[src/energy_pkg.sv]
// Purpose: shared constants for the energy pause controller
// Assumes: 32-bit AHB-Lite register window, low 12 address bits decoded
// Notes: offsets are byte addresses, one aligned word per register
`default_nettype none
package energy_pkg;
  // default sizes
  localparam int N_SUB_DEF = 4;
  localparam int CH_PER_SUB_DEF = 2;
  localparam int CH_W_DEF = 16;
  localparam int TIME_W_DEF = 16;
  localparam int DATA_W = 32;
  // address decode
  localparam int REG_AW = 12;
  localparam int REGION_LSB = 8;
  localparam int WORD_LSB = 2;
  localparam int IDX_W = REGION_LSB - WORD_LSB;
  localparam logic [REG_AW-1:0] CTRL_OFS = 12'h000;
  localparam logic [REG_AW-1:0] CMD_OFS = 12'h004;
  localparam logic [REG_AW-1:0] PAUSE_REQ_OFS = 12'h008;
  localparam logic [REG_AW-1:0] RESULT_OFS = 12'h00c;
  localparam logic [REG_AW-1:0] AP_MIN_OFS = 12'h010;
  localparam logic [REG_AW-1:0] PAUSED_OFS = 12'h014;
  localparam logic [REG_AW-1:0] MIN_BASE = 12'h100;
  localparam logic [REG_AW-1:0] SUBST_BASE = 12'h200;
  // control fields
  localparam int CTRL_VARIANT_BIT = 0;
  localparam int CTRL_OWNER_BIT = 1;
  // command word fields
  localparam int CMD_OP_LSB = 0;
  localparam int CMD_OP_W = 3;
  localparam int FIELD_W = 4;
  localparam int CMD_SLOT_LSB = 8;
  localparam int CMD_SUB_LSB = 12;
  localparam int CMD_CONN_BIT = 16;
  localparam int CMD_W = 17;
  localparam logic [3:0] AP_SLOT = 4'h0;
  localparam logic [3:0] FIRST_SUBMOD = 4'h1;
  typedef enum logic [2:0] {
    CMD_NONE = 3'h0,
    CMD_ENTER = 3'h1,
    CMD_LEAVE = 3'h2,
    CMD_LIST_MODES = 3'h3,
    CMD_QUERY_MODE = 3'h4,
    CMD_QUERY_MEAS = 3'h5,
    CMD_LIST_CMDS = 3'h6
  } cmd_op_e;
  // result word fields
  localparam int RES_W = 16;
  localparam int RES_DONE_BIT = 0;
  localparam int RES_REJECT_BIT = 1;
  localparam int RES_APPLIED_BIT = 2;
  localparam int RES_DATA_LSB = 8;
  localparam int RES_DATA_W = 8;
  // status answers, values arbitrary
  localparam logic [7:0] MODE_READY_ID = 8'h00;
  localparam logic [7:0] MODE_PAUSE_ID = 8'h01;
  localparam logic [7:0] MEAS_NONE = 8'h00;
  localparam logic [7:0] SUPPORTED_CMDS = 8'h7e;
  // bus encodings
  localparam int HTRANS_ACTIVE_BIT = 1;
  localparam logic [2:0] HSIZE_WORD = 3'h2;
  localparam logic HRESP_OKAY = 1'b0;
endpackage : energy_pkg
`default_nettype wire

[src/pause_if.sv]
// Purpose: pause command path between decoder, pause state and output stage
// Assumes: all users on core_clk
// Notes: enter and leave are one-cycle strobes
`timescale 1ns/1ps
`default_nettype none
interface pause_if #(parameter int N_SUB = 4, parameter int TW = 16);
  logic enter;
  logic leave;
  logic ap_mode;
  logic [N_SUB-1:0] target;
  logic [TW-1:0] req_time;
  logic [TW-1:0] ap_min;
  logic [N_SUB-1:0][TW-1:0] mins;
  logic [N_SUB-1:0] qual;
  logic [N_SUB-1:0] paused;
  modport ctrl (output enter, leave, ap_mode, target, req_time, ap_min, mins,
                input qual, paused);
  modport core (input enter, leave, ap_mode, target, req_time, ap_min, mins,
                output qual, paused);
  modport view (input paused);
endinterface : pause_if
`default_nettype wire

[src/pause_core.sv]
// Purpose: per-submodule pause state with minimum-time qualification
// Assumes: enter and leave never in the same cycle
// Notes: pause ends only through a leave strobe
`timescale 1ns/1ps
`default_nettype none
module pause_core
  import energy_pkg::*;
#(
  parameter int N_SUB = N_SUB_DEF,
  parameter int TW = TIME_W_DEF
)
(
  input wire logic core_clk,
  input wire logic arst_n,
  pause_if.core pif
);
  typedef struct packed {
    logic [N_SUB-1:0] paused;
  } core_s;
  core_s r;
  core_s next_r;
  genvar i;

  // station-wide requests compare against the access point minimum only
  generate
    for (i = 0; i < N_SUB; i++)
    begin : g_sub
      assign pif.qual[i] = pif.req_time >= (pif.ap_mode ? pif.ap_min : pif.mins[i]);
      AST_ENTER_APPLIES: assert property (@(posedge core_clk) disable iff (!arst_n)
        pif.enter && pif.target[i] && pif.qual[i] |=> pif.paused[i])
        else $error("qualifying enter did not pause the submodule");
      AST_BELOW_MIN_HOLD: assert property (@(posedge core_clk) disable iff (!arst_n)
        pif.enter && pif.target[i] && !pif.qual[i] |=> pif.paused[i] == $past(pif.paused[i]))
        else $error("short pause request changed the pause state");
      AST_NO_SELF_EXIT: assert property (@(posedge core_clk) disable iff (!arst_n)
        pif.paused[i] && !(pif.leave && pif.target[i]) |=> pif.paused[i])
        else $error("submodule left pause without a leave command");
    end
  endgenerate

  // next pause state
  always_comb
  begin
    next_r = r;
    for (int k = 0; k < N_SUB; k++)
    begin
      if (pif.enter && pif.target[k] && pif.qual[k])
        next_r.paused[k] = 1'b1;
      else if (pif.leave && pif.target[k])
        next_r.paused[k] = 1'b0;
    end
  end

  always_ff @(posedge core_clk or negedge arst_n)
  begin
    if (!arst_n)
      r <= '0;
    else
      r <= next_r;
  end

  assign pif.paused = r.paused;

  AST_STATION_WIDE: assert property (@(posedge core_clk) disable iff (!arst_n)
    pif.enter && pif.ap_mode && (&pif.target) && pif.qual[0] |=> (&pif.paused))
    else $error("station-wide pause missed a submodule");
endmodule : pause_core
`default_nettype wire

[src/output_mux.sv]
// Purpose: registered choice between application and substitute values
// Assumes: app values come from logic on core_clk
// Notes: one cycle from pause state to the channel outputs
`timescale 1ns/1ps
`default_nettype none
module output_mux
  import energy_pkg::*;
#(
  parameter int N_SUB = N_SUB_DEF,
  parameter int CPS = CH_PER_SUB_DEF,
  parameter int CW = CH_W_DEF,
  parameter int N_CH = N_SUB * CPS
)
(
  input wire logic core_clk,
  input wire logic arst_n,
  pause_if.view pif,
  input wire logic [N_CH-1:0][CW-1:0] app,
  input wire logic [N_CH-1:0][CW-1:0] subst,
  output logic [N_CH-1:0][CW-1:0] chan_out
);
  typedef struct packed {
    logic [N_CH-1:0][CW-1:0] out;
  } mux_s;
  mux_s r;
  mux_s next_r;
  genvar c;

  // each channel follows the pause state of its own submodule
  always_comb
  begin
    next_r = r;
    for (int k = 0; k < N_CH; k++)
      next_r.out[k] = pif.paused[k / CPS] ? subst[k] : app[k];
  end

  always_ff @(posedge core_clk or negedge arst_n)
  begin
    if (!arst_n)
      r <= '0;
    else
      r <= next_r;
  end

  assign chan_out = r.out;

  generate
    for (c = 0; c < N_CH; c++)
    begin : g_chk
      AST_SUBST_OUT: assert property (@(posedge core_clk) disable iff (!arst_n)
        pif.paused[c / CPS] |=> chan_out[c] == $past(subst[c]))
        else $error("paused channel does not show its substitute value");
    end
  endgenerate
endmodule : output_mux
`default_nettype wire

[src/energy_pause_controller.sv]
// Purpose: energy pause command interpreter with AHB-Lite register access
// Assumes: single-word AHB-Lite transfers, app outputs on core_clk
// Notes: commands execute in the write data phase of the command register
//
// Summary of operation
// - Two control and four status commands are taken, any other code is refused.
// - Every energy submodule keeps its own writable minimum pause time.
// - An enter request at or above the applicable minimum switches outputs to substitutes.
// - A paused submodule stays paused until a leave command addresses it.
// - One substitute value per channel is stored, held inside the output range.
// - Status commands answer with the addressed submodule's state or supported commands.
// - Commands decode either to a submodule slot or to access point submodule one.
// - In the standard variant the access point submodule refuses energy commands.
// - In the energy variant the owner reaches only the access point, where only its minimum counts.
// - A qualifying station-wide enter pauses every energy submodule at once.
// - Only the owning connection reaches the access point, others work per submodule.
`timescale 1ns/1ps
`default_nettype none
module energy_pause_controller
  import energy_pkg::*;
#(
  parameter int N_SUB = N_SUB_DEF,
  parameter int CPS = CH_PER_SUB_DEF,
  parameter int CW = CH_W_DEF,
  parameter int TW = TIME_W_DEF,
  parameter int N_CH = N_SUB * CPS,
  parameter logic [CW-1:0] OUT_MIN = '0,
  parameter logic [CW-1:0] OUT_MAX = '1
)
(
  input wire logic core_clk,
  input wire logic arst_n,
  input wire logic hsel,
  input wire logic [31:0] haddr,
  input wire logic [1:0] htrans,
  input wire logic hwrite,
  input wire logic [2:0] hsize,
  input wire logic [DATA_W-1:0] hwdata,
  input wire logic hready,
  output logic hreadyout,
  output logic [DATA_W-1:0] hrdata,
  output logic hresp,
  input wire logic [N_CH-1:0][CW-1:0] app_out,
  output logic [N_CH-1:0][CW-1:0] chan_out,
  output logic [N_SUB-1:0] paused
);
  typedef struct packed {
    logic dph;
    logic dwr;
    logic [REG_AW-1:0] dadr;
    logic [DATA_W-1:0] rdata;
    logic ap_variant;
    logic owner;
    logic [CMD_W-1:0] cmd;
    logic [TW-1:0] req_time;
    logic [TW-1:0] ap_min;
    logic [N_SUB-1:0][TW-1:0] mins;
    logic [N_CH-1:0][CW-1:0] subst;
    logic [RES_W-1:0] result;
  } regs_s;

  regs_s r;
  regs_s next_r;

  // address phase and write decode
  logic ap_take;
  logic [IDX_W-1:0] widx;
  logic min_wr;
  logic subst_wr;
  logic [TW-1:0] wr_time;

  // command decode
  cmd_op_e op;
  logic [FIELD_W-1:0] slot;
  logic [FIELD_W-1:0] subn;
  logic conn;
  logic cmd_fire;
  logic at_ap;
  logic at_sub;
  logic op_known;
  logic rej_std;
  logic rej_energy;
  logic rej_foreign;
  logic reject;
  logic accept;
  logic sel_paused;
  logic [N_SUB-1:0] target;
  logic [RES_DATA_W-1:0] status_data;
  genvar i;

  pause_if #(.N_SUB(N_SUB), .TW(TW)) pif ();

  pause_core #(
    .N_SUB(N_SUB),
    .TW(TW)
  ) u_core (
    .core_clk(core_clk),
    .arst_n(arst_n),
    .pif(pif)
  );

  output_mux #(
    .N_SUB(N_SUB),
    .CPS(CPS),
    .CW(CW),
    .N_CH(N_CH)
  ) u_mux (
    .core_clk(core_clk),
    .arst_n(arst_n),
    .pif(pif),
    .app(app_out),
    .subst(r.subst),
    .chan_out(chan_out)
  );

  // zero-wait slave, every transfer answered okay
  assign hreadyout = 1'b1;
  assign hresp = HRESP_OKAY;
  assign hrdata = r.rdata;
  assign paused = pif.paused;

  // only whole-word active transfers are taken, others are ignored
  assign ap_take = hsel && htrans[HTRANS_ACTIVE_BIT] && hready && (hsize == HSIZE_WORD);
  assign widx = r.dadr[REGION_LSB-1:WORD_LSB];
  assign wr_time = hwdata[TW-1:0];
  assign min_wr = r.dph && r.dwr && (r.dadr[REG_AW-1:REGION_LSB] == MIN_BASE[REG_AW-1:REGION_LSB])
    && (widx < IDX_W'(N_SUB));
  assign subst_wr = r.dph && r.dwr
    && (r.dadr[REG_AW-1:REGION_LSB] == SUBST_BASE[REG_AW-1:REGION_LSB])
    && (widx < IDX_W'(N_CH));

  // command word fields, taken straight from the write data phase
  assign op = cmd_op_e'(hwdata[CMD_OP_LSB +: CMD_OP_W]);
  assign slot = hwdata[CMD_SLOT_LSB +: FIELD_W];
  assign subn = hwdata[CMD_SUB_LSB +: FIELD_W];
  assign conn = hwdata[CMD_CONN_BIT];
  assign cmd_fire = r.dph && r.dwr && (r.dadr == CMD_OFS);

  // two addressing forms: a submodule slot or access point submodule one
  assign at_ap = (slot == AP_SLOT) && (subn == FIRST_SUBMOD);
  assign at_sub = (slot != AP_SLOT) && (slot <= FIELD_W'(N_SUB)) && (subn == FIRST_SUBMOD);

  assign op_known = (op == CMD_ENTER) || (op == CMD_LEAVE) || (op == CMD_LIST_MODES)
    || (op == CMD_QUERY_MODE) || (op == CMD_QUERY_MEAS) || (op == CMD_LIST_CMDS);

  // refusal causes, checked against the configured variant and owner
  assign rej_std = at_ap && !r.ap_variant;
  assign rej_energy = at_sub && r.ap_variant && (conn == r.owner);
  assign rej_foreign = at_ap && (conn != r.owner);
  assign reject = !op_known || !(at_ap || at_sub) || rej_std || rej_energy || rej_foreign;
  assign accept = cmd_fire && !reject;

  generate
    for (i = 0; i < N_SUB; i++)
    begin : g_target
      assign target[i] = at_ap || (at_sub && (slot == FIELD_W'(i + 1)));
    end
  endgenerate

  // strobes toward the pause state
  assign pif.enter = accept && (op == CMD_ENTER);
  assign pif.leave = accept && (op == CMD_LEAVE);
  assign pif.ap_mode = at_ap;
  assign pif.target = target;
  assign pif.req_time = r.req_time;
  assign pif.ap_min = r.ap_min;
  assign pif.mins = r.mins;

  // station-wide query reports pause only once every submodule is paused
  assign sel_paused = at_ap ? (&pif.paused) : (|(target & pif.paused));

  // answer payload for status commands
  always_comb
  begin
    status_data = '0;
    unique case (op)
      CMD_LIST_MODES: status_data = MODE_PAUSE_ID;
      CMD_QUERY_MODE: status_data = sel_paused ? MODE_PAUSE_ID : MODE_READY_ID;
      CMD_QUERY_MEAS: status_data = MEAS_NONE;
      CMD_LIST_CMDS: status_data = SUPPORTED_CMDS;
      default: status_data = '0;
    endcase
  end

  // keeps every substitute inside the output range, whatever software writes
  function automatic logic [CW-1:0] clamp(input logic [CW-1:0] v);
    if (v < OUT_MIN)
      return OUT_MIN;
    if (v > OUT_MAX)
      return OUT_MAX;
    return v;
  endfunction : clamp

  // register read mux, unmapped addresses read as zero
  function automatic logic [DATA_W-1:0] read_word(input logic [REG_AW-1:0] a);
    logic [DATA_W-1:0] w;
    logic [IDX_W-1:0] idx;
    w = '0;
    idx = a[REGION_LSB-1:WORD_LSB];
    if (a == CTRL_OFS)
    begin
      w[CTRL_VARIANT_BIT] = r.ap_variant;
      w[CTRL_OWNER_BIT] = r.owner;
    end
    else if (a == CMD_OFS)
      w[CMD_W-1:0] = r.cmd;
    else if (a == PAUSE_REQ_OFS)
      w[TW-1:0] = r.req_time;
    else if (a == RESULT_OFS)
      w[RES_W-1:0] = r.result;
    else if (a == AP_MIN_OFS)
      w[TW-1:0] = r.ap_min;
    else if (a == PAUSED_OFS)
      w[N_SUB-1:0] = pif.paused;
    else if ((a[REG_AW-1:REGION_LSB] == MIN_BASE[REG_AW-1:REGION_LSB]) && (idx < IDX_W'(N_SUB)))
      w[TW-1:0] = r.mins[idx];
    else if ((a[REG_AW-1:REGION_LSB] == SUBST_BASE[REG_AW-1:REGION_LSB])
      && (idx < IDX_W'(N_CH)))
      w[CW-1:0] = r.subst[idx];
    return w;
  endfunction : read_word

  // next state: bus pipeline, register writes and command result
  always_comb
  begin
    next_r = r;
    next_r.dph = ap_take;
    next_r.dwr = hwrite;
    next_r.dadr = haddr[REG_AW-1:0];
    // read data is fetched in the address phase so the data phase needs no wait
    if (ap_take && !hwrite)
      next_r.rdata = read_word(haddr[REG_AW-1:0]);
    if (r.dph && r.dwr)
    begin
      if (r.dadr == CTRL_OFS)
      begin
        next_r.ap_variant = hwdata[CTRL_VARIANT_BIT];
        next_r.owner = hwdata[CTRL_OWNER_BIT];
      end
      else if (r.dadr == PAUSE_REQ_OFS)
        next_r.req_time = wr_time;
      else if (r.dadr == AP_MIN_OFS)
        next_r.ap_min = wr_time;
      else if (r.dadr == CMD_OFS)
        next_r.cmd = hwdata[CMD_W-1:0];
      else if (min_wr)
        next_r.mins[widx] = wr_time;
      else if (subst_wr)
        next_r.subst[widx] = clamp(hwdata[CW-1:0]);
    end
    // every command overwrites the result word, so no flag is cleared by software
    if (cmd_fire)
    begin
      next_r.result = '0;
      next_r.result[RES_DONE_BIT] = 1'b1;
      next_r.result[RES_REJECT_BIT] = reject;
      next_r.result[RES_APPLIED_BIT] = pif.enter && (|(target & pif.qual));
      if (!reject)
        next_r.result[RES_DATA_LSB +: RES_DATA_W] = status_data;
    end
  end

  always_ff @(posedge core_clk or negedge arst_n)
  begin
    if (!arst_n)
    begin
      r <= '0;
      for (int k = 0; k < N_CH; k++)
        r.subst[k] <= OUT_MIN; // reset value stays within range
    end
    else
      r <= next_r;
  end

  AST_UNKNOWN_OP: assert property (@(posedge core_clk) disable iff (!arst_n)
    cmd_fire && !op_known |=> r.result[RES_REJECT_BIT] && !pif.enter && !pif.leave)
    else $error("unknown command code was not refused");

  AST_AP_STD_REJECT: assert property (@(posedge core_clk) disable iff (!arst_n)
    cmd_fire && at_ap && !r.ap_variant |-> !pif.enter ##1 r.result[RES_REJECT_BIT])
    else $error("access point took a command in the standard variant");

  AST_SUB_ENERGY_REJECT: assert property (@(posedge core_clk) disable iff (!arst_n)
    cmd_fire && at_sub && r.ap_variant && (conn == r.owner) |=> r.result[RES_REJECT_BIT])
    else $error("owner reached a submodule in the energy variant");

  AST_FOREIGN_AP_REJECT: assert property (@(posedge core_clk) disable iff (!arst_n)
    cmd_fire && at_ap && (conn != r.owner) |-> !pif.enter && !pif.leave ##1 r.result[RES_REJECT_BIT])
    else $error("second connection reached the access point");

  AST_QUERY_MODE: assert property (@(posedge core_clk) disable iff (!arst_n)
    accept && (op == CMD_QUERY_MODE) && at_sub && (|(target & pif.paused))
    |=> r.result[RES_DATA_LSB +: RES_DATA_W] == MODE_PAUSE_ID)
    else $error("mode query did not report the pause state");

  AST_MIN_WRITE: assert property (@(posedge core_clk) disable iff (!arst_n)
    min_wr |=> r.mins[$past(widx)] == $past(wr_time))
    else $error("minimum pause time was not stored");

  AST_DECODE: assert property (@(posedge core_clk) disable iff (!arst_n)
    cmd_fire |-> (at_sub -> $onehot(target)) && (at_ap -> (&target)))
    else $error("command address decoded to the wrong submodules");

  AST_PAUSE_TO_PIN: assert property (@(posedge core_clk) disable iff (!arst_n)
    pif.enter && pif.target[0] && pif.qual[0] |-> ##2 chan_out[0] == r.subst[0])
    else $error("substitute value missing two cycles after a qualifying enter");

  // a leave clears every submodule it addressed, with no time check
  AST_LEAVE_CLEARS: assert property (@(posedge core_clk) disable iff (!arst_n)
    pif.leave |=> (pif.paused & $past(pif.target)) == '0)
    else $error("leave command did not end the pause");

  // a refused command must leave every pause bit where it was
  AST_REJECT_NO_CHANGE: assert property (@(posedge core_clk) disable iff (!arst_n)
    cmd_fire && reject |=> pif.paused == $past(pif.paused))
    else $error("refused command changed the pause state");

  // a short request is accepted but reports nothing applied
  AST_SHORT_NOT_APPLIED: assert property (@(posedge core_clk) disable iff (!arst_n)
    pif.enter && !(|(target & pif.qual))
    |=> !r.result[RES_APPLIED_BIT] && (pif.paused == $past(pif.paused)))
    else $error("short pause request was reported as applied");

  // station-wide requests ignore the per-submodule minimums
  AST_AP_MIN_ONLY: assert property (@(posedge core_clk) disable iff (!arst_n)
    pif.enter && pif.ap_mode |-> pif.qual == {N_SUB{pif.req_time >= pif.ap_min}})
    else $error("station-wide request used a submodule minimum");

  // the second connection keeps its per-submodule path
  AST_FOREIGN_SUB_OK: assert property (@(posedge core_clk) disable iff (!arst_n)
    cmd_fire && op_known && at_sub && (conn != r.owner) |=> !r.result[RES_REJECT_BIT])
    else $error("second connection was refused at a submodule");

  // status commands only report, they never move the pause state
  AST_STATUS_NO_CHANGE: assert property (@(posedge core_clk) disable iff (!arst_n)
    cmd_fire && (op inside {CMD_LIST_MODES, CMD_QUERY_MODE, CMD_QUERY_MEAS, CMD_LIST_CMDS})
    |=> pif.paused == $past(pif.paused))
    else $error("status command changed the pause state");

  // every stored substitute stays inside the output range
  generate
    for (i = 0; i < N_CH; i++)
    begin : g_range
      AST_SUBST_RANGE: assert property (@(posedge core_clk) disable iff (!arst_n)
        (r.subst[i] >= OUT_MIN) && (r.subst[i] <= OUT_MAX))
        else $error("substitute value left the output range");
    end
  endgenerate
endmodule : energy_pause_controller
`default_nettype wire

[config.mk]
export PLATFORM = sky130hd
export DESIGN_NAME = energy_pause_controller
export DESIGN_NICKNAME = d
export VERILOG_FILES = /design/src/energy_pkg.sv /design/src/pause_if.sv /design/src/pause_core.sv /design/src/output_mux.sv /design/src/energy_pause_controller.sv
export SDC_FILE = /design/constraint.sdc
export NUM_CORES = 1
export LEC_CHECK = 0
export BUFFER_PORTS_ARGS = -buffer_cell sky130_fd_sc_hd__buf_2
export CORE_MARGIN = 8
export CORE_UTILIZATION = 50
export CTS_CLUSTER_DIAMETER = 150
export DETAILED_ROUTE_END_ITERATION = 10
export PLACE_DENSITY = 0.71
export SLEW_MARGIN = 20
export SYNTH_ARGS = -nofsm -noshare
export SYNTH_HDL_FRONTEND = slang
export SYNTH_SLANG_ARGS = --single-unit
[constraint.sdc]
create_clock -name core_clk -period 3.35 [get_ports core_clk]
set_input_delay 0.1675 -clock core_clk [delete_from_list [all_inputs] [get_ports core_clk]]
set_output_delay 0.1675 -clock core_clk [all_outputs]
set_load 0.02 [all_outputs]
Word level (Yosys, flattened, before mapping)
Cells that the tools add are included.
{"block": "classes", "order_cmp": 16, "eq_ne": 26, "n_mux": 73, "bitwise": 7, "n_reduce_logical": 77}
{"operator": "$mux 16", "n": 33}
{"operator": "$bwmux 128", "n": 1}
{"operator": "$bwmux 64", "n": 1}
{"operator": "$ge 16x16->1", "n": 4}
{"operator": "$bmux 16 s3", "n": 1}
{"operator": "$demux 16 s3", "n": 1}
{"operator": "$logic_and 1x1->1", "n": 41}
{"operator": "$eq 12x4->1 const B", "n": 3}
{"operator": "$eq 12x5->1 const B", "n": 3}
{"operator": "$bmux 16 s2", "n": 1}
{"operator": "$demux 16 s2", "n": 1}
{"operator": "$mux 1", "n": 28}
{"operator": "$eq 12x3->1 const B", "n": 2}
{"operator": "$logic_not 12->1", "n": 2}
{"operator": "$lt 6x3->1 const B", "n": 4}
{"operator": "$lt 6x4->1 const B", "n": 4}
{"operator": "$pmux 7 s3", "n": 1}
{"operator": "$eq 4x1->1 const B", "n": 4}
{"operator": "$eq 4x2->1 const B", "n": 4}
{"operator": "$gt 16x16->1 const B", "n": 1}
{"operator": "$lt 16x1->1 const B", "n": 1}
{"operator": "$mux 15", "n": 1}
{"operator": "$logic_or 1x1->1", "n": 14}
{"operator": "$mux 12", "n": 1}
{"operator": "24 further kinds", "n": 42}
{"block": "word_totals", "ff_bits": 417, "inputBits": 202, "output_inout_bits": 166, "elab_cells": 233}

Longest topological paths before layout
Gate-level depths: netlist of run 1.
{"block": "logic_depth", "word_depth": 28, "depth_mapped": 13, "mapped_depth_nobuf": 11}

Cells and area by module
From an unflattened synthesis of run 1, not the netlist that was laid out.
{"block": "unflattened", "hier_cells": 1528, "hier_area_um2": 20807.5}
{"mod": "energy_pause_controller", "instances": 1, "cells_each": 1012, "area_each_um2": 13250.2, "seq_area_each_um2": 6981.7}
{"mod": "output_mux", "instances": 1, "cells_each": 272, "area_each_um2": 5380.2, "seq_area_each_um2": 3203.1}
{"mod": "pause_core", "instances": 1, "cells_each": 244, "area_each_um2": 2177.1, "seq_area_each_um2": 100.1}

Worst setup path after synthesis of run 1
No wires, ideal clock.
{"block": "synth_path", "path_type": "input-to-reg", "startpoint": "input port hwdata[11]", "endpoint": "register r[2] in the netlist's numbering", "setup_ns": 0.131, "arrival_time_ns": 2.922, "required_time_ns": 3.219, "path_slack_ns": 0.297, "stages": 13, "path_buffers": 3, "cell_sequence": "clkbuf_1 or3_1 or4_1 clkbuf_1 clkbuf_1 a21oi_1 ha_1 a2111oi_0 nand2_1 a21oi_1 o21ai_0 nor4_1 o21ai_0"}
{"block": "synth_between", "elab_chain_cells": 13, "elab_cells_between_ends": 42, "classes_between": "order compare: 5; eq/ne: 4; mux: 4; bitwise: 1; reduce/logical: 28"}
{"element": "start: declaration", "line": "energy_pause_controller.sv:38", "rtl": "input wire logic [DATA_W-1:0] hwdata,"}
{"element": "parallel branches: the longest is 12 deep, another holds $ge 16x16->1"}
{"element": "$logic_and 1x1->1 (*)", "line": "energy_pause_controller.sv:257", "rtl": "next_r.result[RES_APPLIED_BIT] = pif.enter && (|(target & pif.qual));"}
{"element": "end signal: assignment", "line": "energy_pause_controller.sv:272", "rtl": "r <= next_r;"}
{"element": "end: declaration", "line": "energy_pause_controller.sv:62", "rtl": "regs_s r;"}
Mark *: on every way between the ends.
A chain may end at the register's enable or synchronous reset.

Final worst setup path of run 1
{"block": "layout_path", "startpoint": "input port hwdata[9]", "endpoint": "register r[2] in the netlist's numbering"}
Same word-level chain as after synthesis.

==> metrics.md, run 1 <==
| Metric | Value |
|---|---|
| Final worst slack | `418 ps` |
| Routability Congestion | `0.931` |
| Via density | `5.81` |
| Synthesis-to-finish area growth | `25.9%` |
| Clk Latency, worst-skew pair | `580 ps` |
| Worst Clk Skew | `22.0 ps` |
| Vias | `14800` |
| # fillers | `2987` |
| CP peak stage delay | `530 ps` |
| WP buf/inv | `3` |
| Initial DRC count | `1258` |
| CTS tree | `done` |
| FF/Latch Area | `0.0103 mm²` |
| First-pass GRT wire length | `96.2 mm` |
| Critical path capture point type | `register` |
| Hold Crit Class | `in2reg` |
| Synth cell types | `66` |
| Largest net degree at the start of global routing | `88` |
| Worst Path Max Fanout | `21` |
| Static leakage | `11.2 nW` |
| Wire per inst | `24.7 µm` |
| CTS buffer count | `43` |
| Area of the multi-input gates | `0.00887 mm²` |
| CTS HTree Levels | `2` |
| CTS root buf | `clkbuf_16` |
| Largest family of logic cells by synthesized area | `multiplexers` |
| Slew Limit Fails | `0` |
| Core area | `0.0395 mm²` |
| Total congestion overflow | `0` |
| Ports | `368` |
| Vias in the first global route | `15800` |
| Post-synthesis mux area share | `26.6%` |
| DP Worst Slack | `7.19 ps` |
| Setup Fix Bufs, Post-CTS | `0` |
| Worst-margin pin slew | `1090 ps` |
| Mean Syn Cell Area | `12.8 µm²` |
| Final number of setup-violating endpoints | `0` |
| Crit-path cells | `dlygate4sd3_1 -> buf_2 -> or4_1 -> buf_4 -> a21oi_1 -> ha_1 -> a2111oi_0 -> nand2_1 -> a21oi_1 -> o21ai_0 -> nor4_1 -> o21ai_0` |
| Cells after DPL | `2323` |
| Maximum vdd ir drop | `0.461 mV` |
| Startpoint Class | `primary input` |
| Die Area | `0.0463 mm²` |
| Slowest cell on crit path | `dlygate4sd3_1` |
| First-pass iteration count of the detailed router | `5` |
| Pwr/cell area | `459 mW/mm²` |
| Hold Vio Cnt, Final | `0` |
| Arrival time at the worst endpoint | `3380 ps` |
| Final cell count without fillers | `2555` |
| Synth Area in XOR/XNOR | `0.0884%` |
| Crit share post-route | `87.5%` |
| Post-synthesis adder-cell area fraction | `4.04%` |
| DRC | `0` |
| Met1 Track Usage GR | `32.4%` |
| Gate Count Post-Synth | `1543` |
| Rel. slew slack | `27.2%` |
| Routed wire length | `63.2 mm` |
| Post-synth EDFFs | `0` |
| Routed Antenna Nets | `0` |
| Main synth FF type | `dfrtp_1` |
| Yosys warnings | `0` |
| Antenna violations before repair | `4` |
| Sum Neg Setup Slack | `0 ps` |
| Max Cap Viol | `0` |
| Post-synthesis sequential area ratio | `51.9%` |
| Clock Tree Buf Depth | `3` |
| Synth Area in Compound Gates | `6.36%` |
| Mapped cell area | `0.0198 mm²` |
| Seq cells post-synth | `411` |
| Clock sinks | `411` |
| Chip width | `215 µm` |
| Worst path required time | `3800 ps` |
| Initial core utilization | `50.2%` |
| Die height | `215 µm` |
| Critical path class | `in2reg` |
| Layout cell share with drive strength beyond 1 | `42.8%` |
| RSZ-0062 raised after global routing | `false` |
| PortBufs | `314` |
| Total track usage | `26.8%` |
| Rows | `73` |
| Clk pin slew, worst setup/hold paths | `60 ps` |
| Cell family with most CP delay | `compound AO/OA/AOI/OAI gates` |
| Async S/R FF share, synth | `100%` |
| Nets | `2257` |
| M2 GR Usage | `45.3%` |
| Simple-gate share of the synthesized area | `7.28%` |
| Met3 usage in global routing | `6.38%` |
| Gr busiest metal | `met2` |
| Peak Freq | `0.341 GHz` |
| Status | `finished clean` |
| HPWL Detailed | `42.7 mm` |
| Final min period | `2930 ps` |
-- state kept, by name (all words and copies together) (netlist names) --
register           cells
pif.req_time          16
pif.mins              64
r                    166
pif.ap_min            16
u_mux.chan_out       128
hrdata                17
u_core.pif.paused      4
-- repair_timing --
action	4_1_cts	5_1_grt
hold buffers	148	0
resized for setup	0	0
hold endpoints to repair	206	0
-- path summary, 6_finish.rpt --
check                         end       from  slack (ps)  cells past startpoint
max in group asynchronous   r[41]     arst_n        2160                      3
min reg2reg                r[251]     r[251]         470                      2
max reg2reg                 r[77]     r[298]         740                      6
min in group asynchronous  r[255]     arst_n         150                      2
min                        r[247]  hwdata[7]          30                      3
max                          r[2]  hwdata[9]         420                     12
-- synth_stat cells, types with 11 or more instances --
| master | count | area share [%] |
|---|---|---|
| dfrtp_1 | 411 | 52 |
| mux2_2 | 355 | 20 |
| nand2_1 | 113 | 2.1 |
| a21oi_1 | 104 | 2.6 |
| clkbuf_1 | 77 | 1.5 |
| ha_1 | 64 | 4.0 |
| mux4_2 | 48 | 5.5 |
| buf_4 | 35 | 1.3 |
| nor2_1 | 30 | 0.57 |
| o21ai_0 | 30 | 0.76 |
| inv_1 | 23 | 0.44 |
| mux2i_1 | 19 | 0.96 |
| nor2b_1 | 18 | 0.57 |
| nand3_1 | 17 | 0.43 |
| and2_1 | 16 | 0.51 |
| nand2b_1 | 14 | 0.44 |
| a211oi_1 | 11 | 0.42 |
| buf_1 | 11 | 0.21 |
| buf_2 | 11 | 0.28 |
| nor3_1 | 11 | 0.28 |
-- power breakdown --
part / switching [mW] / leakage, nW / internal [mW]
Sequential: 0.147 / 4.92 / 5.16
Combinational: 0.657 / 5.60 / 0.562
Clock: 2.03 / 0.726 / 2.90
-- area by class of cell --
cell class                      count  share of cell area (%)
Sequential cell                   411                    41.2
Multi-Input combinational cell    990                    35.5
Timing Repair Buffer              522                    14.4
Clock buffer                       65                    5.17
Tap cell                          525                    2.63
Clock inverter                     15                   0.662
Inverter                           23                   0.346
Antenna cell                        4                  0.0401
-- cells by family (layout without fill, tap and decap cells) --
family                     count (synthesis)  after routing
AOI/OAI and AO/OA                        209            209
xor gates and xnor gates                   2              2
adders and majority gates                 64             64
buffers and inverters                    157            625
DFF                                      411            411
muxes                                    422            422
other                                      2             21
and+or+nand+nor                          276            276
-- worst reg2reg max path, stage by stage, from the launching register on --
cell and delay (ps):
dfrtp_1 380, nor3_1 530, nand2b_1 210, nor2_1 210, nand3_1 460, buf_4 400, mux2_2 300
-- metal layers --
layer	wire [µm]	part of all wire (%)
met4	2950	4.7
met3	4330	6.9
met2	31000	49
met1	24900	39
met5	0	0
-- metrics by stage --
step / power (mW) / hold WS (ps) / instance area (µm²) / util (%)
after detailed placement: 6.46 / 168 / 22000 / 55.8
final: 11.5 / 25.8 / 25000 / 63.3
after global placement: 6.43 / 167 / 22000 / 55.8
after CTS: 11.5 / 2.28 / 24900 / 63.2
after floorplan: 5.95 / -128 / 19900 / -
after global routing: 11.8 / 26.8 / 25000 / 63.2
-- layout by cell type, fill, tap and decap left out, drive strengths merged, types with 19 or more instances in the layout --
cell type    synthesis  layout
ha                  64      64
o21ai               38      38
mux2               355     355
nand2              113     113
a21oi              104     104
dfrtp              411     411
nor2                30      30
mux4                48      48
inv                 23      24
mux2i               19      19
buf                 57     374
clkbuf              77      65
dlygate4sd3          0     148
Note: power is estimated with default switching activity, not from simulation.
==> inputs of run 2 (changes only) <==
- CTS_BUF_LIST: not set -> sky130_fd_sc_hd__clkbuf_4 sky130_fd_sc_hd__clkbuf_8
- SLEW_MARGIN: 20 -> not set
==> metrics.md, run 2 (synthesis results as in run 1) <==
| Metric | Value |
|---|---|
| Status | `finished clean` |
| Max Cap Viol | `0 (unchanged)` |
| PortBufs | `314 (unchanged)` |
| Worst-margin pin slew | `1080 ps (-15.9 ps)` |
| Slew Limit Fails | `0 (unchanged)` |
| Hold Crit Class | `in2reg` |
| Chip width | `215 µm (unchanged)` |
| DRC | `0 (unchanged)` |
| Hold Vio Cnt, Final | `0 (unchanged)` |
| Crit share post-route | `97.1% (+9.6 points)` |
| HPWL Detailed | `42.7 mm (unchanged)` |
| CTS tree | `done` |
| Critical path capture point type | `register` |
| Most common cell after layout, fill and taps aside | `dfrtp_1` |
| Worst Clk Skew | `51.2 ps (+29.2 ps)` |
| Worst Path Max Fanout | `21 (unchanged)` |
| Maximum vdd ir drop | `0.341 mV (-26%)` |
| CTS buffer count | `70 (+63%)` |
| Rows | `73 (unchanged)` |
| First-pass GRT wire length | `96.4 mm (+0.17%)` |
| Cells after DPL | `2323 (unchanged)` |
| Arrival time at the worst endpoint | `3760 ps (+380 ps)` |
| Top reg by flops | `r` |
| Clk pin slew, worst setup/hold paths | `70 ps (about the same)` |
| Startpoint Class | `primary input` |
| Via density | `5.77 (-0.65%)` |
| Vias | `15000 (+1.2%)` |
| Worst path required time | `3860 ps (+60 ps)` |
| Final min period | `3250 ps (+322 ps)` |
| Static leakage | `11.3 nW (+0.60%)` |
| Routed Antenna Nets | `0 (unchanged)` |
| Routability Congestion | `0.931 (unchanged)` |
| Total congestion overflow | `0 (unchanged)` |
| Critical path class | `in2reg` |
| CTS root buf | `clkbuf_8` |
| Final number of setup-violating endpoints | `0 (unchanged)` |
| Die Area | `0.0463 mm² (unchanged)` |
| Clk Latency, worst-skew pair | `630 ps (+50 ps)` |
| Total track usage | `26.7% (-0.094 points)` |
| CTS HTree Levels | `3 (+1)` |
| Synthesis-to-finish area growth | `26.3%` |
| Pwr/cell area | `447 mW/mm² (-2.5%)` |
| Initial DRC count | `1133 (-9.9%)` |
| Rel. slew slack | `28.3% (+1.1 points)` |
| Nets | `2289 (+1.4%)` |
| Peak Freq | `0.307 GHz (-9.9%)` |
| Final cell count without fillers | `2602 (+1.8%)` |
| # fillers | `3010 (+0.77%)` |
| Clock Tree Buf Depth | `3 (unchanged)` |
| Die height | `215 µm (unchanged)` |
| Vias in the first global route | `16000 (+0.79%)` |
| Clock sinks | `411 (unchanged)` |
| Antenna violations before repair | `3 (-1)` |
| Layout cell share with drive strength beyond 1 | `44.4% (+1.6 points)` |
| Sum Neg Setup Slack | `0 ps (unchanged)` |
| Core area | `0.0395 mm² (unchanged)` |
| RSZ-0062 raised after global routing | `false` |
| Initial core utilization | `50.2% (unchanged)` |
| Ports | `368 (unchanged)` |
| Largest register FFs | `166 (unchanged)` |
| First-pass iteration count of the detailed router | `5 (unchanged)` |
| Largest net degree at the start of global routing | `88 (unchanged)` |
| Wire per inst | `24.2 µm (-2.2%)` |
| Most frequent cells in the layout | `407 x dfrtp_1, 355 x mux2_2, 312 x buf_2` |
| Routed wire length | `62.9 mm (-0.38%)` |
==> run 2: cell count changes in the layout (fill, tap and decap cells not counted), moves of 3 or more <==
cell / change
clkinv_2: -3
dlygate4sd3_1: +5
clkinvlp_4: +3
clkbuf_16: -44
a2111oi_0: -4
a2111oi_1: +3
clkbuf_8: +72
clkbuf_4: +26
clkbuf_1: -10
==> run 2: through the flow <==
step | setup slack, ps | cell area, µm² | util (%) | hold slack (ps) | total power [mW]
global route | 11.9 | 25000 | 63.4 | 17.3 | 11.6
detailed placement | 7.19 | 22000 | 55.8 | 168 | 6.46
finish | 95.6 | 25000 | 63.4 | 27.8 | 11.2
floorplan | 297 | 19900 | - | -128 | 5.95
CTS | 134 | 25000 | 63.3 | 4.19 | 11.3
global placement | 26.9 | 22000 | 55.8 | 167 | 6.43
==> run 2: worst max-delay path: stages <==
cell and delay [ps]:
dlygate4sd3_1 540, buf_2 130, or3b_1 420, or4_1 500
buf_6 200, buf_4 210, a21oi_1 180, ha_1 270
a21oi_1 120, o21ai_0 110, a21oi_1 260, o21ai_0 210
nor4_1 330, o21ai_1 110
==> run 2: power breakdown <==
group          internal [mW]  leakage (nW)  total [mW]  switching [mW]
sequential              5.16          4.92        5.31           0.145
clock                   2.62         0.769        4.66            2.04
combinational          0.567          5.63        1.23           0.658
total                   8.35          11.3        11.2            2.84
==> run 2: layout make-up <==
class | instances | area (µm²) | share of cell area, %
multi-input combinational | 990 | 8880 | 35.5
clock inverter | 13 | 108 | 0.430
tap | 525 | 657 | 2.63
sequential | 411 | 10300 | 41.1
clock buffer | 109 | 1340 | 5.35
inverter | 23 | 86.3 | 0.345
antenna | 4 | 10.0 | 0.0400
timing repair buffer | 527 | 3650 | 14.6
==> run 2: what timing repair did <==
item	CTS	global route
endpoints found under the hold margin	221	0
setup buffers	0	0
gates resized for setup	0	10
hold buffers	153	0
endpoints found under the setup margin	0	1
==> run 2: worst paths after layout <==
check                           slack (ps)  cells past startpoint                 to  startpoint
worst max register to register         730                      6              r[71]      r[298]
min in group asynchronous              110                      2             r[252]      arst_n
worst max-delay path                   100                     14               r[2]  hwdata[15]
worst min register to register         470                      2             r[250]      r[250]
max in group asynchronous             2190                      3  u_mux.chan_out[8]      arst_n
worst min-delay path                    30                      4             r[252]  hwdata[12]
==> run 2: routing by layer <==
metal,vias up,track usage [%],part of all wire [%]
met5,-,0,0
li1,6540,-,-
met1,7735,32.7,40
met4,0,10.8,3.6
met3,146,5.88,6.6
met2,588,45.6,50
==> inputs of run 3 (changes only) <==
--- a/config.mk
+++ b/config.mk
@@ -7,2 +7,3 @@
 export LEC_CHECK = 0
+export ABC_AREA = 1
 export BUFFER_PORTS_ARGS = -buffer_cell sky130_fd_sc_hd__buf_2
@@ -13,3 +14,3 @@
 export DETAILED_ROUTE_END_ITERATION = 10
-export PLACE_DENSITY = 0.71
+export PLACE_DENSITY = 0.74
 export SYNTH_ARGS = -nofsm -noshare
--- a/constraint.sdc
+++ b/constraint.sdc
@@ -3,2 +3,2 @@
 set_output_delay 0.1675 -clock core_clk [all_outputs]
-set_load 0.02 [all_outputs]
+set_load 0.1 [all_outputs]
==> metrics.md, run 3 <==
| Metric | Value |
|---|---|
| Status | `finished clean` |
| Crit share post-route | `86.3% (-11 points)` |
| Design area | `0.0251 mm² (+0.14%)` |
| Largest register FFs | `166 (unchanged)` |
| DRC | `0 (unchanged)` |
| Most common cell after layout, fill and taps aside | `nand2_1` |
| Top reg by flops | `r` |
| Hold Crit Class | `in2reg` |
| Layout cell share with drive strength beyond 1 | `17.4% (-27 points)` |
| Hold Vio Cnt, Final | `0 (unchanged)` |
| Largest net degree at the start of global routing | `108 (+23%)` |
| Arrival time at the worst endpoint | `3420 ps (-340 ps)` |
| Yosys warnings | `0 (unchanged)` |
| Final min period | `2890 ps (-363 ps)` |
| PortBufs | `314 (unchanged)` |
| Cell family with most CP delay | `simple AND/OR/NAND/NOR gates` |
| Largest family of logic cells by synthesized area | `simple AND/OR/NAND/NOR gates` |
| Sum Neg Setup Slack | `0 ps (unchanged)` |
| Nets | `3237 (+41%)` |
| Most common cell in the synthesized netlist | `nand2_1` |
| CTS root buf | `clkbuf_8` |
| Number of gates resized after cts | `0 (unchanged)` |
| Critical path class | `in2reg` |
| Pwr/cell area | `419 mW/mm² (-6.3%)` |
| Worst-margin pin slew | `1130 ps (+58.9 ps)` |
| Gate Count Post-Synth | `2523 (+64%)` |
| Synth area leader | `dfrtp_1` |
| Worst Clk Skew | `39.4 ps (-11.8 ps)` |
| Hold Worst Slack | `33.4 ps (+5.67 ps)` |
| Most frequent cells in the layout | `851 x nand2_1, 411 x dfrtp_1, 351 x o21ai_0` |
| Static leakage | `13.3 nW (+18%)` |
| Clock sinks | `411 (unchanged)` |
| Setup Fix Bufs, Post-CTS | `0 (unchanged)` |
| Die height | `217 µm (+0.69%)` |
| Worst path required time | `3880 ps (+20 ps)` |
| Ports | `368 (unchanged)` |
| Chip width | `217 µm (+0.69%)` |
| Vias | `19600 (+31%)` |
| # fillers | `3235 (+7.5%)` |
| Synthesis-to-finish area growth | `24.6%` |
| Vias in the first global route | `19400 (+21%)` |
| Synth Area in XOR/XNOR | `0.0435% (-0.045 points)` |
| First-pass iteration count of the detailed router | `8 (+3)` |
| Finished Core Util | `63.1% (-0.35 points)` |
| Synth cell types | `43 (-35%)` |
| R2R Setup Slk | `700 ps (-30 ps)` |
| CP peak stage delay | `540 ps (about the same)` |
| Via density | `5.53 (-4.1%)` |
| RSZ-0062 raised after global routing | `false` |
| Initial DRC count | `2388 (+110%)` |
| Routability Congestion | `0.961 (+3.2%)` |
| Synth Area in Compound Gates | `13.3% (+6.9 points)` |
| Main synth FF type | `dfrtp_1` |
| Rel. slew slack | `24.3% (-4.0 points)` |
| Seq cells post-synth | `411 (unchanged)` |
| Core area | `0.0397 mm² (+0.69%)` |
| Antenna violations before repair | `6 (+3)` |
| Synth top area share | `51.1% (-0.76 points)` |
| Top post-synthesis cells by area | `dfrtp_1 51%, nand2_1 16%, o21ai_0 8.7%` |
| Peak Freq | `0.346 GHz (+13%)` |
| Most used cell, CP | `nand2_1` |
| Async S/R FF share, synth | `100% (unchanged)` |
| Maximum vdd ir drop | `0.216 mV (-37%)` |
| Final number of setup-violating endpoints | `0 (unchanged)` |
| Startpoint Class | `primary input` |
| DP Worst Slack | `424 ps (+416 ps)` |
| First-pass GRT wire length | `114 mm (+19%)` |
| Post-synth top cells | `851 x nand2_1, 411 x dfrtp_1, 351 x o21ai_0` |
| WP buf/inv | `6 (+2)` |
| Max Cap Viol | `0 (unchanged)` |
| Crit-path cells | `dlygate4sd3_1 -> buf_2 -> clkinv_1 -> nand2_1 -> nor2_1 -> inv_1 -> nor2_2 -> inv_1 -> or2_1 -> o21ai_0 -> ha_1 -> nand2_1 -> inv_1 -> o21bai_1 -> nand2_1 -> a21oi_1 -> nand3_1 -> nand2_1 -> nand2_1 -> o21ai_0 -> nand2_1` |
| Initial core utilization | `50.6% (+0.39 points)` |
| Wire per inst | `21.3 µm (-12%)` |
| CTS buffer count | `68 (-2.9%)` |
| Total track usage | `31.6% (+4.8 points)` |
| Routed wire length | `75.6 mm (+20%)` |
| Total congestion overflow | `0 (unchanged)` |
| Area post-placement | `0.0221 mm² (+0.26%)` |
| HPWL Detailed | `51.5 mm (+21%)` |
| Rows | `73 (unchanged)` |
| Routed Antenna Nets | `0 (unchanged)` |
| Post-synthesis mux area share | `0.0560% (-27 points)` |
| Die Area | `0.0469 mm² (+1.4%)` |
| Slew Limit Fails | `0 (unchanged)` |
| Post-synthesis adder-cell area fraction | `3.98% (-0.059 points)` |
| CTS HTree Levels | `3 (unchanged)` |
| Clock Tree Buf Depth | `3 (unchanged)` |
| Final worst slack | `459 ps (+363 ps)` |
| Slowest cell on crit path | `dlygate4sd3_1` |
| Post-synth EDFFs | `0 (unchanged)` |
| Clk pin slew, worst setup/hold paths | `60 ps (about the same)` |
| Mapped cell area | `0.0201 mm² (+1.5%)` |
| Critical path capture point type | `register` |
| Mean Syn Cell Area | `7.97 µm² (-38%)` |
| CTS tree | `done` |
| Post-synthesis sequential area ratio | `51.1% (-0.76 points)` |
| Simple-gate share of the synthesized area | `22.3% (+15 points)` |
| Worst Path Max Fanout | `9 (-57%)` |
| Clk Latency, worst-skew pair | `650 ps (+20 ps)` |
==> run 3: cell count changes after synthesis, moves of 23 or more <==
cell     delta
a21oi_1    -42
inv_1     +243
mux2_2    -354
mux4_2     -48
nand2_1   +738
nand3_1    +51
nand4_1    +25
nor2_1     +70
o21ai_0   +321
o21ai_1    +23
o22ai_1    +25
==> run 3: metal layers <==
layer	track usage, %	part of all wire, %
met1	37.5	37
met4	19.9	6.4
met3	6.30	9.3
met2	52.2	48
met5	0	0.016
==> run 3: through the flow <==
step,cells,power (mW)
detailed placement,3272,5.72
global route,3548,10.8
finish,3548,10.5
global placement,3272,5.71
floorplan,2538,5.39
CTS,3543,10.5
==> run 3: worst register-to-register path, cell delays in order, from the launching register on <==
cell	delay, ps
dfrtp_1	350
nor2_1	190
nand2_1	80
nor2_1	210
nand2_1	140
nor2_1	110
nand3_1	280
nor3_1	430
nand4_1	120
dlygate4sd3_1	610
o21ai_0	90
==> run 3: area by class of cell <==
| class | count | area (µm²) | share of cell area [%] |
|---|---|---|---|
| Inverter | 276 | 1040 | 4.14 |
| Timing Repair Buffer | 524 | 3590 | 14.3 |
| Tap cell | 525 | 657 | 2.62 |
| Sequential cell | 411 | 10300 | 41.1 |
| Clock buffer | 104 | 1310 | 5.24 |
| Multi-Input combinational cell | 1690 | 8040 | 32.1 |
| Antenna cell | 5 | 12.5 | 0.0499 |
| Clock inverter | 13 | 119 | 0.474 |
==> run 3: where the power goes <==
group | internal [mW] | leakage [nW] | total [mW] | switching [mW]
combinational | 0.262 | 8.77 | 0.774 | 0.513
clock | 2.59 | 0.758 | 4.71 | 2.12
sequential | 4.99 | 3.78 | 5.02 | 0.0332
==> run 3: cell families (layout without fill, tap and decap cells) <==
kind of cell             count (synthesis)  count (layout)
adder cells (fa/ha/maj)                 64              64
AND/OR/NAND/NOR                       1099            1099
flip-flops                             411             411
XOR/XNOR                                 1               1
AO/OA/AOI/OAI                          508             508
multiplexers                             1               1
buffers and inverters                  437             917
other                                    2              22
==> run 3: timing repair <==
action,4_1_cts,5_1_grt
hold buffers,154,0
endpoints found under the setup margin,0,0
endpoints found under the hold margin,248,0
==> run 3: worst paths after layout <==
kind	endpoint	startpoint	depth (start not counted)
worst max-delay path	r[2]	hwdata[8]	21
worst min-delay path	u_core.pif.paused[1]	hwdata[15]	5
worst max register to register	r[13]	r[302]	10
worst min register to register	hrdata[4]	hrdata[4]	2
max in group asynchronous	u_mux.chan_out[107]	arst_n	3
min in group asynchronous	r[53]	arst_n	2
